`config.mk`:
```
export PLATFORM = sky130hd
export DESIGN_NAME = pic_top
export DESIGN_NICKNAME = d
export VERILOG_FILES = /design/src/hw/pic_pkg.sv /design/src/hw/pic_sync.sv /design/src/hw/pic_lb_fifo.sv /design/src/hw/pic_top.sv
export VERILOG_INCLUDE_DIRS = /design/src /design/src/hw
export SDC_FILE = /design/constraint.sdc
export NUM_CORES = 1
export LEC_CHECK = 0
export BUFFER_PORTS_ARGS = -buffer_cell sky130_fd_sc_hd__buf_2
export CORE_MARGIN = 10
export CORE_UTILIZATION = 52
export DETAILED_ROUTE_END_ITERATION = 10
export PLACE_DENSITY = 0.8
export RECOVER_POWER = 100
export SYNTH_ARGS = -nofsm -noshare
export SYNTH_HDL_FRONTEND = slang
export SYNTH_SLANG_ARGS = --single-unit
```
`constraint.sdc`:
```
create_clock -name clk_sys -period 2.8 [get_ports clk_sys]
set_input_delay 0.14 -clock clk_sys [delete_from_list [all_inputs] [get_ports clk_sys]]
set_output_delay 0.14 -clock clk_sys [all_outputs]
set_load 0.005 [all_outputs]
```
`src/hw/pic_defines.svh`:
```
// Purpose: Register indices, field positions and reset values of the PHY interrupt control.
// Assumes: Wishbone byte address is four times the register index.
// Notes: Definitions only.
`ifndef PIC_DEFINES_SVH
`define PIC_DEFINES_SVH

`define PIC_ADR_W 8
`define PIC_IDX_CTRL 6'h11
`define PIC_IDX_STAT 6'h12

`define PIC_CTRL_SCR_BYP 11
`define PIC_CTRL_DEPTH_HI 9
`define PIC_CTRL_DEPTH_LO 8
`define PIC_CTRL_COL_FD 4
`define PIC_CTRL_POL 3
`define PIC_CTRL_TEST 2
`define PIC_CTRL_GEN 1
`define PIC_CTRL_OE 0
`define PIC_CTRL_RST 16'h0108
`define PIC_DEPTH_RST 2'h1

`define PIC_STAT_LINK 13
`define PIC_STAT_SPEED 12
`define PIC_STAT_LINK_EN 5
`define PIC_STAT_SPEED_EN 4

`define PIC_DEPTH_C0 4'h4
`define PIC_DEPTH_C1 4'h5
`define PIC_DEPTH_C2 4'h6
`define PIC_DEPTH_C3 4'h8

`endif

```
`src/hw/pic_pkg.sv`:
```
// Purpose: Shared types of the PHY interrupt control.
// Assumes: Nothing beyond the defines header.
// Notes: Constants live in pic_defines.svh.
package pic_pkg;
  typedef enum logic [0:0] {
    PIC_LB_FILL,
    PIC_LB_RUN
  } pic_lb_state_e;
endpackage : pic_pkg

```
`src/hw/pic_sync.sv`:
```
// Purpose: Two-flop synchroniser for asynchronous pin inputs.
// Assumes: Each bit is an independent level.
// Notes: Only the second stage may be read.
`timescale 1ns/10ps
module pic_sync #(
  parameter int W = 1
) (
  input wire logic clk_sys,
  input wire logic rst_n,
  input wire logic [W-1:0] async_in,
  output logic [W-1:0] sync_out
);
  logic [W-1:0] stage1_reg;
  logic [W-1:0] stage2_reg;

  always_ff @(posedge clk_sys or negedge rst_n) begin
    if (!rst_n) begin
      // Reset to the pulled-up idle level, so no false low follows reset
      stage1_reg <= '1;
      stage2_reg <= '1;
    end else begin
      stage1_reg <= async_in;
      stage2_reg <= stage1_reg;
    end
  end

  assign sync_out = stage2_reg;
endmodule : pic_sync

```
`src/hw/pic_lb_fifo.sv`:
```
// Purpose: Far-end loopback nibble FIFO with programmable start depth.
// Assumes: Receive and transmit rates arrive as strobes on clk_sys.
// Notes: Draining starts only once the chosen depth has filled.
`timescale 1ns/10ps
`include "pic_defines.svh"
module pic_lb_fifo #(
  parameter int DEPTH_MAX = 8,
  parameter int PTR_W = 3
) (
  input wire logic clk_sys,
  input wire logic rst_n,
  input wire logic enable,
  input wire logic [1:0] depth_code,
  input wire logic rx_valid,
  input wire logic [3:0] rx_nibble,
  input wire logic tx_take,
  output logic tx_valid,
  output logic [3:0] tx_nibble,
  output logic overflow,
  output logic underflow
);
  function automatic logic [3:0] depth_of(input logic [1:0] code);
    case (code)
      2'h0: depth_of = `PIC_DEPTH_C0;
      2'h1: depth_of = `PIC_DEPTH_C1;
      2'h2: depth_of = `PIC_DEPTH_C2;
      default: depth_of = `PIC_DEPTH_C3;
    endcase
  endfunction : depth_of

  localparam logic [3:0] FULL_CNT = 4'(DEPTH_MAX);

  logic [3:0] mem [0:DEPTH_MAX-1];
  logic [PTR_W-1:0] wptr_reg;
  logic [PTR_W-1:0] rptr_reg;
  logic [3:0] count_reg;
  pic_pkg::pic_lb_state_e state_reg;
  logic tx_valid_reg;
  logic [3:0] tx_nibble_reg;
  logic ovf_reg;
  logic unf_reg;

  wire logic full = (count_reg == FULL_CNT);
  wire logic empty = (count_reg == 4'h0);
  wire logic push = enable && rx_valid && !full;
  wire logic can_pop = (state_reg == pic_pkg::PIC_LB_RUN) && !empty;
  wire logic pop = enable && tx_take && can_pop;
  wire logic primed = (count_reg >= depth_of(depth_code));

  always_ff @(posedge clk_sys) begin
    if (push) begin
      mem[wptr_reg] <= rx_nibble;
    end
  end

  // Rate difference absorbed: fill to depth, then drain at transmit rate
  always_ff @(posedge clk_sys or negedge rst_n) begin
    if (!rst_n) begin
      wptr_reg <= '0;
      rptr_reg <= '0;
      count_reg <= 4'h0;
      state_reg <= pic_pkg::PIC_LB_FILL;
      tx_valid_reg <= 1'b0;
      tx_nibble_reg <= 4'h0;
      ovf_reg <= 1'b0;
      unf_reg <= 1'b0;
    end else if (!enable) begin
      wptr_reg <= '0;
      rptr_reg <= '0;
      count_reg <= 4'h0;
      state_reg <= pic_pkg::PIC_LB_FILL;
      tx_valid_reg <= 1'b0;
      ovf_reg <= 1'b0;
      unf_reg <= 1'b0;
    end else begin
      if (push) begin
        wptr_reg <= PTR_W'(wptr_reg + 1'b1);
      end
      if (pop) begin
        rptr_reg <= PTR_W'(rptr_reg + 1'b1);
        tx_nibble_reg <= mem[rptr_reg];
      end
      count_reg <= 4'(count_reg + {3'h0, push} - {3'h0, pop});
      tx_valid_reg <= pop;
      ovf_reg <= rx_valid && full;
      unf_reg <= tx_take && (state_reg == pic_pkg::PIC_LB_RUN) && empty;
      case (state_reg)
        pic_pkg::PIC_LB_FILL: begin
          if (primed) begin
            state_reg <= pic_pkg::PIC_LB_RUN;
          end
        end
        pic_pkg::PIC_LB_RUN: begin
          // Refill after a slip so the margin is restored
          if (tx_take && empty) begin
            state_reg <= pic_pkg::PIC_LB_FILL;
          end
        end
        default: state_reg <= pic_pkg::PIC_LB_FILL;
      endcase
    end
  end

  assign tx_valid = tx_valid_reg;
  assign tx_nibble = tx_nibble_reg;
  assign overflow = ovf_reg;
  assign underflow = unf_reg;
endmodule : pic_lb_fifo

```
`src/hw/pic_top.sv`:
```
// Purpose: PHY special control and first interrupt status registers with interrupt pin.
// Assumes: Classic Wishbone slave, 32-bit data, registers in the low 16 bits.
// Notes: Event pulses and collision come from logic on clk_sys.
//
// Contract
// - Control bit 11 set bypasses the transmit scrambler; resets to zero.
// - Reserved control bits 10, 7:5 and status 15:14 read zero, ignore writes.
// - Bits 9:8 pick loopback depth 4, 5, 6 or 8 nibbles; reset 01.
// - Loopback FIFO absorbs receive versus transmit rate difference.
// - Bit 4 set allows collision in full duplex; otherwise half duplex only.
// - Polarity bit 3 resets one; one idles high, low when active.
// - Self-test bit 2 forces an interrupt regardless of events.
// - Forced interrupt stays asserted while the self-test bit stays set.
// - Global enable bit 1 permits event interrupts under per-event enables.
// - Bit 0 one drives the shared pin as interrupt, zero power-down input.
// - A status bit sets when its event occurred since the last read.
// - An event interrupts only when its own enable bit is set.
// - Status bits record events whether or not enabled.
// - Bit 13 flags link change, read-only, clears on read, resets zero.
// - Bit 12 flags speed change, read-only, clears on read, resets zero.
// - Enable bit 5 gates the link change interrupt; resets zero.
// - Enable bit 4 gates the speed change interrupt; resets zero.
`timescale 1ns/10ps
`include "pic_defines.svh"
module pic_top #(
  parameter int LB_DEPTH_MAX = 8
) (
  input wire logic clk_sys,
  input wire logic rst_n,
  input wire logic wb_cyc_i,
  input wire logic wb_stb_i,
  input wire logic wb_we_i,
  input wire logic [`PIC_ADR_W-1:0] wb_adr_i,
  input wire logic [3:0] wb_sel_i,
  input wire logic [31:0] wb_dat_i,
  output logic [31:0] wb_dat_o,
  output logic wb_ack_o,
  input wire logic link_change_pulse,
  input wire logic speed_change_pulse,
  input wire logic col_raw,
  input wire logic full_duplex,
  output logic scr_bypass,
  output logic col_out,
  input wire logic lb_enable,
  input wire logic lb_rx_valid,
  input wire logic [3:0] lb_rx_nibble,
  input wire logic lb_tx_take,
  output logic lb_tx_valid,
  output logic [3:0] lb_tx_nibble,
  output logic lb_overflow,
  output logic lb_underflow,
  input wire logic irq_or_powerdown_pin_i,
  output logic irq_or_powerdown_pin_o,
  output logic irq_or_powerdown_pin_oe,
  output logic powerdown
);
  // Reset image of the control word, so single bits can be picked from it
  localparam logic [15:0] CTRL_RST = `PIC_CTRL_RST;

  // Control register fields
  logic scr_bypass_reg;
  logic [1:0] lb_depth_reg;
  logic collision_in_full_duplex_reg;
  logic irq_polarity_reg;
  logic test_irq_reg;
  logic irq_global_en_reg;
  logic irq_pin_sel_reg;

  // Status register fields
  logic link_chg_reg;
  logic speed_chg_reg;
  logic link_chg_en_reg;
  logic speed_chg_en_reg;

  // Bus and output flops
  logic ack_reg;
  logic [31:0] rdata_reg;
  logic col_out_reg;
  logic pin_o_reg;
  logic pin_oe_reg;
  logic powerdown_reg;

  logic pin_sync;
  logic link_chg_next;
  logic speed_chg_next;

  // Bus decode
  wire logic [5:0] reg_idx = wb_adr_i[`PIC_ADR_W-1:2];
  wire logic req = wb_cyc_i && wb_stb_i;
  wire logic req_start = req && !ack_reg;
  wire logic req_done = req && ack_reg;
  wire logic hit_ctrl = (reg_idx == `PIC_IDX_CTRL);
  wire logic hit_stat = (reg_idx == `PIC_IDX_STAT);
  wire logic wr_lo = req_done && wb_we_i && wb_sel_i[0];
  wire logic wr_hi = req_done && wb_we_i && wb_sel_i[1];
  wire logic wr_ctrl_lo = wr_lo && hit_ctrl;
  wire logic wr_ctrl_hi = wr_hi && hit_ctrl;
  wire logic wr_stat_lo = wr_lo && hit_stat;
  // Cleared when data is captured, so nothing arriving later is lost
  wire logic rd_stat = req_start && !wb_we_i && hit_stat;

  // Reserved positions are constant zero in the read images
  wire logic [15:0] ctrl_image = {
    4'h0,
    scr_bypass_reg,
    1'b0,
    lb_depth_reg,
    3'h0,
    collision_in_full_duplex_reg,
    irq_polarity_reg,
    test_irq_reg,
    irq_global_en_reg,
    irq_pin_sel_reg
  };
  wire logic [15:0] stat_image = {
    2'h0,
    link_chg_reg,
    speed_chg_reg,
    6'h00,
    link_chg_en_reg,
    speed_chg_en_reg,
    4'h0
  };
  wire logic [15:0] rd_sel = hit_ctrl ? ctrl_image : (hit_stat ? stat_image : 16'h0000);

  // Interrupt condition
  wire logic link_irq = link_chg_reg && link_chg_en_reg;
  wire logic speed_irq = speed_chg_reg && speed_chg_en_reg;
  wire logic event_irq = irq_global_en_reg && (link_irq || speed_irq);
  wire logic irq_active = event_irq || test_irq_reg;
  wire logic pin_level = irq_polarity_reg ? !irq_active : irq_active;

  // Collision gate
  wire logic col_allowed = !full_duplex || collision_in_full_duplex_reg;

  // Set wins over clear on read; recorded regardless of enables
  always_comb begin
    link_chg_next = (link_chg_reg && !rd_stat) || link_change_pulse;
    speed_chg_next = (speed_chg_reg && !rd_stat) || speed_change_pulse;
  end

  // Wishbone slave: answer one cycle after the request, unmapped reads zero
  always_ff @(posedge clk_sys or negedge rst_n) begin
    if (!rst_n) begin
      ack_reg <= 1'b0;
      rdata_reg <= 32'h0000_0000;
    end else begin
      ack_reg <= req_start;
      if (req_start) begin
        rdata_reg <= {16'h0000, rd_sel};
      end
    end
  end

  // Control register low byte
  always_ff @(posedge clk_sys or negedge rst_n) begin
    if (!rst_n) begin
      collision_in_full_duplex_reg <= CTRL_RST[`PIC_CTRL_COL_FD];
      irq_polarity_reg <= CTRL_RST[`PIC_CTRL_POL];
      test_irq_reg <= CTRL_RST[`PIC_CTRL_TEST];
      irq_global_en_reg <= CTRL_RST[`PIC_CTRL_GEN];
      irq_pin_sel_reg <= CTRL_RST[`PIC_CTRL_OE];
    end else if (wr_ctrl_lo) begin
      collision_in_full_duplex_reg <= wb_dat_i[`PIC_CTRL_COL_FD];
      irq_polarity_reg <= wb_dat_i[`PIC_CTRL_POL];
      // Held until software itself writes zero
      test_irq_reg <= wb_dat_i[`PIC_CTRL_TEST];
      irq_global_en_reg <= wb_dat_i[`PIC_CTRL_GEN];
      irq_pin_sel_reg <= wb_dat_i[`PIC_CTRL_OE];
    end
  end

  // Control register high byte
  always_ff @(posedge clk_sys or negedge rst_n) begin
    if (!rst_n) begin
      scr_bypass_reg <= CTRL_RST[`PIC_CTRL_SCR_BYP];
      lb_depth_reg <= `PIC_DEPTH_RST;
    end else if (wr_ctrl_hi) begin
      scr_bypass_reg <= wb_dat_i[`PIC_CTRL_SCR_BYP];
      lb_depth_reg <= wb_dat_i[`PIC_CTRL_DEPTH_HI:`PIC_CTRL_DEPTH_LO];
    end
  end

  // Status register: enables writable, pending flags read-only
  always_ff @(posedge clk_sys or negedge rst_n) begin
    if (!rst_n) begin
      link_chg_en_reg <= 1'b0;
      speed_chg_en_reg <= 1'b0;
    end else if (wr_stat_lo) begin
      link_chg_en_reg <= wb_dat_i[`PIC_STAT_LINK_EN];
      speed_chg_en_reg <= wb_dat_i[`PIC_STAT_SPEED_EN];
    end
  end

  always_ff @(posedge clk_sys or negedge rst_n) begin
    if (!rst_n) begin
      link_chg_reg <= 1'b0;
      speed_chg_reg <= 1'b0;
    end else begin
      link_chg_reg <= link_chg_next;
      speed_chg_reg <= speed_chg_next;
    end
  end

  // Shared pin: interrupt output or active-low power-down input
  pic_sync #(
    .W(1)
  ) u_pin_sync (
    .clk_sys(clk_sys),
    .rst_n(rst_n),
    .async_in(irq_or_powerdown_pin_i),
    .sync_out(pin_sync)
  );

  always_ff @(posedge clk_sys or negedge rst_n) begin
    if (!rst_n) begin
      pin_o_reg <= 1'b1;
      pin_oe_reg <= 1'b0;
      powerdown_reg <= 1'b0;
      col_out_reg <= 1'b0;
    end else begin
      pin_o_reg <= pin_level;
      pin_oe_reg <= irq_pin_sel_reg;
      // Power-down only sensed while the pin is an input
      powerdown_reg <= !irq_pin_sel_reg && !pin_sync;
      col_out_reg <= col_raw && col_allowed;
    end
  end

  // Far-end loopback buffer
  pic_lb_fifo #(
    .DEPTH_MAX(LB_DEPTH_MAX),
    .PTR_W($clog2(LB_DEPTH_MAX))
  ) u_lb_fifo (
    .clk_sys(clk_sys),
    .rst_n(rst_n),
    .enable(lb_enable),
    .depth_code(lb_depth_reg),
    .rx_valid(lb_rx_valid),
    .rx_nibble(lb_rx_nibble),
    .tx_take(lb_tx_take),
    .tx_valid(lb_tx_valid),
    .tx_nibble(lb_tx_nibble),
    .overflow(lb_overflow),
    .underflow(lb_underflow)
  );

  assign wb_dat_o = rdata_reg;
  assign wb_ack_o = ack_reg;
  assign scr_bypass = scr_bypass_reg;
  assign col_out = col_out_reg;
  assign irq_or_powerdown_pin_o = pin_o_reg;
  assign irq_or_powerdown_pin_oe = pin_oe_reg;
  assign powerdown = powerdown_reg;
endmodule : pic_top

```
# Word-level counts from Yosys, hierarchy flattened
# Memory sizes are Yosys's and may differ from the RTL's. A register that Yosys moved wholly into a read port is not among the register bits.
# Index checks and enable logic that the tools add are counted.
# totals
wordCells,103
reg_bits,49
output_inout_bits,45
input_bits,61
mem_count,1
ram_bits,32
# memory_table
memory,words,word_bits,rd,rd_ports_with_merged_regs,write_ports,line,source
u_lb_fifo.mem,8,4,1,1,1,pic_lb_fifo.sv:33,logic [3:0] mem [0:DEPTH_MAX-1];
# classes
n_lt_le_gt_ge,1
bitwise_logic,1
addsub,4
n_reduce_logical,45
n_mux,18
eq_ne,7
# op_table
cell,count
14-bit 2-to-1 mux,2
1-bit logical AND,27
6-bit by 5-bit == test with 1-bit output (second input constant),2
3-bit 2-to-1 mux,4
4-bit case mux with 3 select lines,1
1-bit logical NOT,10
1-bit 2-to-1 mux,9
3-bit by 1-bit adder with 3-bit output (second input constant),2
1-bit logical OR,5
4-bit by 1-bit adder with 4-bit output,1
4-bit == test (second input constant),1
4-bit greater-or-equal comparator,1
4-bit logical NOT,1
4-bit 2-to-1 mux,1
2-bit by 1-bit inequality test with 1-bit output (second input constant),2
4-bit by 1-bit subtractor with 4-bit output,1
2-bit by 1-bit == test with 1-bit output (second input constant),1
2-bit == test (second input constant),1
2-bit logical NOT,1
1-bit case mux with 2 select lines,1
2-bit AND reduction,1
1-bit inverter,1

# Logic depth before layout (Yosys ltp)
# logic_depth
ltp_word,7
ltp_mapped,11
depth_no_buf,11

# Hierarchy
# From an unflattened synthesis, not the netlist that was laid out.
# hier_totals
cells_unflattened,289
hier_area_um2,3657.3
# by_module_without_submodules
mod,cells_each,area_per_inst_um2,seq_area_each_um2,n_inst
pic_lb_fifo,171,2289.7,1411.4,1
pic_top,116,1315.0,704.4,1
pic_sync,2,52.6,52.6,1

# Worst setup path after synthesis
# Ideal clock, no wire load.
# synth_timing
path_kind,register to register
from,register u_lb_fifo.count_reg[2]
to,register u_lb_fifo.count_reg[2]
slack_ns,0.362
setup_time_ns,0.119
path_buffers,0
path_stages_with_launch,11
t_required_ns,2.681
synth_period_minus_slack_ns,2.438
arrival_time_ns,2.319
cell_sequence,dfrtp_1 -> inv_1 -> ha_1 -> or3b_2 -> and2_1 -> nand2_1 -> o21ai_0 -> ha_1 -> fa_1 -> xor2_1 -> and2_1
# synth_between
elab_chain_len,6
elab_cells_between_ends,10
cone_classes,add/sub: 2; eq/ne: 1; mux: 1; reduce/logical: 6
# synth_rtl
element,line,source
from (decl),pic_lb_fifo.sv:36,logic [3:0] count_reg;
from (signal assigned),pic_lb_fifo.sv:83,"count_reg <= 4'(count_reg + {3'h0, push} - {3'h0, pop});"
4-bit == test / 4-bit logical NOT (equally long branches),"pic_lb_fifo.sv:43, pic_lb_fifo.sv:44",
"1-bit logical NOT, on equally long branches","pic_lb_fifo.sv:45, pic_lb_fifo.sv:46",
"1-bit logical AND, on equally long branches","pic_lb_fifo.sv:45, pic_lb_fifo.sv:46",
4-bit by 1-bit adder with 4-bit output / 1-bit logical AND (equally long branches),"pic_lb_fifo.sv:83, pic_lb_fifo.sv:47",
4-bit by 1-bit subtractor with 4-bit output (*),pic_lb_fifo.sv:83,
4-bit 2-to-1 mux (*),pic_lb_fifo.sv:67,end else if (!enable) begin
# Mark *: on every way between the ends. The rest lies on a longest branch, timed or not.
# A chain may end at the register's enable or synchronous reset.

# Worst setup path in the final report
# Same ends and word-level chain as after synthesis.

==> flow_metrics.py <==
metrics = {
    "setup_path": {
        "cp.required_ns": 3.04,
        "crit_path_start_kind": "register",
        "cp_max_fo": 5,
        "r2r-end": "u_lb_fifo.count_reg[2]",
        "rrSetupSlack_ns": 0.17,
        "worstPathCellList": "inv_1 -> ha_1 -> or3b_2 -> and2_1 -> nand2_1 -> o21ai_0 -> ha_1 -> fa_1 -> xor2_1 -> and2_1",
        "crit_buf_inv": 1,
        "rr_worst_depth": 10,
        "cpPeakStageDelay_ns": 0.51,
        "cp.depth": 10,
        "crit_family": "simple AND/OR/NAND/NOR gates",
        "crit_type": "reg -> reg",
        "rr_startpoint": "u_lb_fifo.count_reg[2]",
        "endpoint_kind": "register",
        "arrival_ns": 2.86,
        "crit_slowest_cell": "or3b_2",
    },
    "timing": {
        "whs_ns": 0.00798,
        "relSlewSlack_pct": -66.6,
        "tightest_slew_ns": 2.50,
        "final-hold-violation-count": 0,
        "timing.final.crit_share_pct": 93.8,
        "finalSetupViolations": 0,
        "finalMaxSlewViolations": 60,
        "fin_crit_ns": 2.63,
        "fin_skew_ns": 0.0128,
        "tns_ns": 0,
        "fmax_mhz": 381,
        "rsz0062_at_grt": "no",
    },
    "pwr": {
        "pwr-share-comb_pct": 14.6,
        "powerDensity_mw_per_mm2": 644,
        "p_sw_share_pct": 25.5,
        "switching_power_w": 0.000667,
        "clkPwrFrac_pct": 32.8,
        "power_leakage_nw": 1.80,
        "power.internal_w": 0.00195,
        "max-vdd-ir-drop_mv": 0.281,
        "seqPwrFrac_pct": 52.6,
    },
    "synth": {
        "synth_seq_cells": 80,
        "yosys.area.top_type": "dfrtp_1",
        "netlist_top_cells_area": "dfrtp_1 (30%), edfxtp_1 (27%), mux2i_1 (4.4%), buf_4 (4.4%), ha_1 (3.8%)",
        "synthXorXnorAreaFrac_pct": 1.70,
        "synth_compound_area_share_pct": 4.67,
        "yosysWarnings": 0,
        "synth.avg_cell_area_um2": 12.6,
        "synth_top_cell_area_share_pct": 29.8,
        "synth_common_cells": "dfrtp_1 (43), nand2_1 (33), edfxtp_1 (32), buf_4 (21), nand3_1 (18)",
        "async_flop_share_pct": 60.0,
        "synth_sequential_area_ratio_pct": 60.0,
        "yosys.area_share.adder_pct": 4.36,
        "synth_edf_count": 32,
        "syn_inst": 287,
        "synth-main-ff-cell": "dfrtp_1",
        "synth_top_family_by_area": "simple AND/OR/NAND/NOR gates",
        "synth_mux_area_share_pct": 8.38,
        "synth_cell_type_count": 42,
        "post-synth-top-count-cell": "dfrtp_1",
        "synth_area_mm2": 0.00361,
        "synth-simple-area-share_pct": 14.5,
    },
    "outcome": {
        "status": "complete, but fails checks",
        "violations": "capacitance limit, slew limit",
    },
    "detailed_routing": {
        "firstDrtPassIters": 5,
        "routedWlPerCell_um": 16.0,
        "wl_um": 7010,
        "viasPerCell": 5.20,
        "drc": 0,
        "drtIter0Drc": 59,
        "ant_nets": 0,
        "vias": 2279,
    },
    "worst_hold_path": {
        "hp-class": "in -> reg",
        "whs_path_depth": 2,
        "whs_endpoint": "scr_bypass",
        "hp-start": "wb_dat_i[11]",
    },
    "clock_tree": {
        "clock-sinks": 80,
        "cts_tree": "built",
        "clk_pin_slew_worst_paths_ns": 0.08,
        "post_cts_resized": 0,
        "clockBufferDepth": 2,
        "htree_levels": 3,
        "cts_buffers": 9,
        "root_buffer": "clkbuf_8",
        "insertion_delay_ns": 0.34,
    },
    "floorplanning": {
        "die_h_um": 103,
        "ios": 106,
        "core_mm2": 0.00676,
        "fp.dieW_um": 103,
        "row_count": 30,
        "start_util_pct": 53.5,
        "die_area_mm2": 0.0107,
    },
    "global_route": {
        "grtUsageMet2_pct": 22.0,
        "track_usage_pct": 13.5,
        "grt_start_max_net_pins": 49,
        "grt_pass1_wl_um": 11100,
        "grtUsageMet1_pct": 16.3,
        "first_global_vias": 2268,
        "antenna_found_initial": 0,
        "use_met3_pct": 3.99,
        "grt_busiest_layer": "met2",
        "grt_overflow": 0,
    },
    "layout": {
        "regMostFlops": "u_lb_fifo.mem",
        "area_delta_synth_final_pct": 12.5,
        "ff_latch_area_mm2": 0.00217,
        "nets": 426,
        "largest_reg_flops": 32,
        "multiInputGateArea_mm2": 0.00125,
        "fill_cells": 556,
        "final_layout_size_suffix_gt1_share_pct": 16.5,
        "num_antenna_cells": 0,
    },
    "place": {
        "io_buffers": 57,
        "gp_congestion": 0.762,
        "dp_hpwl_um": 5140,
    },
    "run": {
        "max-cap-violations": 2,
    },
}
-- worst max path at each step --
stage	startpoint	slack (ns)	to
after floorplan	u_lb_fifo.count_reg[2]	0.36	u_lb_fifo.count_reg[2]
after global placement	u_lb_fifo.count_reg[2]	0.25	u_lb_fifo.count_reg[2]
after detailed placement	u_lb_fifo.count_reg[2]	0.19	u_lb_fifo.count_reg[2]
after CTS	u_lb_fifo.count_reg[2]	0.17	u_lb_fifo.count_reg[2]
after global routing	u_lb_fifo.count_reg[2]	0.009	u_lb_fifo.count_reg[2]
final	u_lb_fifo.count_reg[2]	0.17	u_lb_fifo.count_reg[2]
-- final cells by class --
type / count / share of cell area, %
well taps: 80 / 2.46
clock buffers: 14 / 4.03
repair buffers: 62 / 7.41
clock inverters: 2 / 0.892
multi-input cells: 188 / 30.8
flip-flops and latches: 80 / 53.3
inverters: 12 / 1.11
-- power groups by stage --
| stage | registers (W) | logic (W) | clock network (W) |
|---|---|---|---|
| floorplan | 0.00138 | 0.000282 | 0 |
| global placement | 0.00139 | 0.000373 | 0 |
| detailed placement | 0.00140 | 0.000389 | 0 |
| CTS | 0.00138 | 0.000398 | 0.000875 |
| global route | 0.00139 | 0.000437 | 0.000919 |
| finish | 0.00138 | 0.000383 | 0.000859 |
-- placed cells by master (no fill, tap or decap), drive strengths merged, types with 2 or more instances in the layout --
cell type,Yosys,layout
dfrtp,43,43
clkbuf,5,37
buf,22,35
nand2,34,34
edfxtp,32,32
conb,1,21
nand3,19,19
mux2i,16,16
inv,12,13
ha,11,11
and2,11,11
mux2,10,10
nor2,8,8
a22oi,8,8
o21ai,7,7
nor3,6,6
xnor2,5,5
dfstp,5,5
nor2b,4,4
nand2b,4,4
a21o,4,4
dlygate4sd3,0,4
or3b,2,2
xor2,2,2
a21oi,2,2
nor3b,2,2
-- repair_timing --
| item | 4_1_cts | 5_1_grt |
|---|---|---|
| setup endpoints to repair | 0 | 0 |
| hold buffers | 4 | 0 |
| hold endpoints to repair | 4 | 0 |
| setup buffers | 0 | 0 |
-- metal layers --
metal,vias up,part of all wire [%]
li1,1087,-
met1,1098,43
met2,87,48
met3,7,7.7
met4,0,1.4
met5,-,0
-- logic make-up after synthesis --
family / Yosys count
XOR/XNOR: 7
buffers and inverters: 39
AO/OA/AOI/OAI: 25
adder cells (fa/ha/maj): 12
AND/OR/NAND/NOR: 97
other: 1
flip-flops: 80
multiplexers: 26
-- per-stage QoR --
step	worst slack (ns)	utilization, %	area, µm²	instances	power [W]
after floorplan	0.362	-	3690	307	0.00166
after global placement	0.250	57.7	3900	418	0.00177
after detailed placement	0.190	57.7	3900	418	0.00179
after CTS	0.174	61.3	4140	438	0.00265
after global routing	0.00910	60.2	4070	438	0.00275
final	0.173	60.2	4070	438	0.00262
Power figures use the tool's default switching activity.
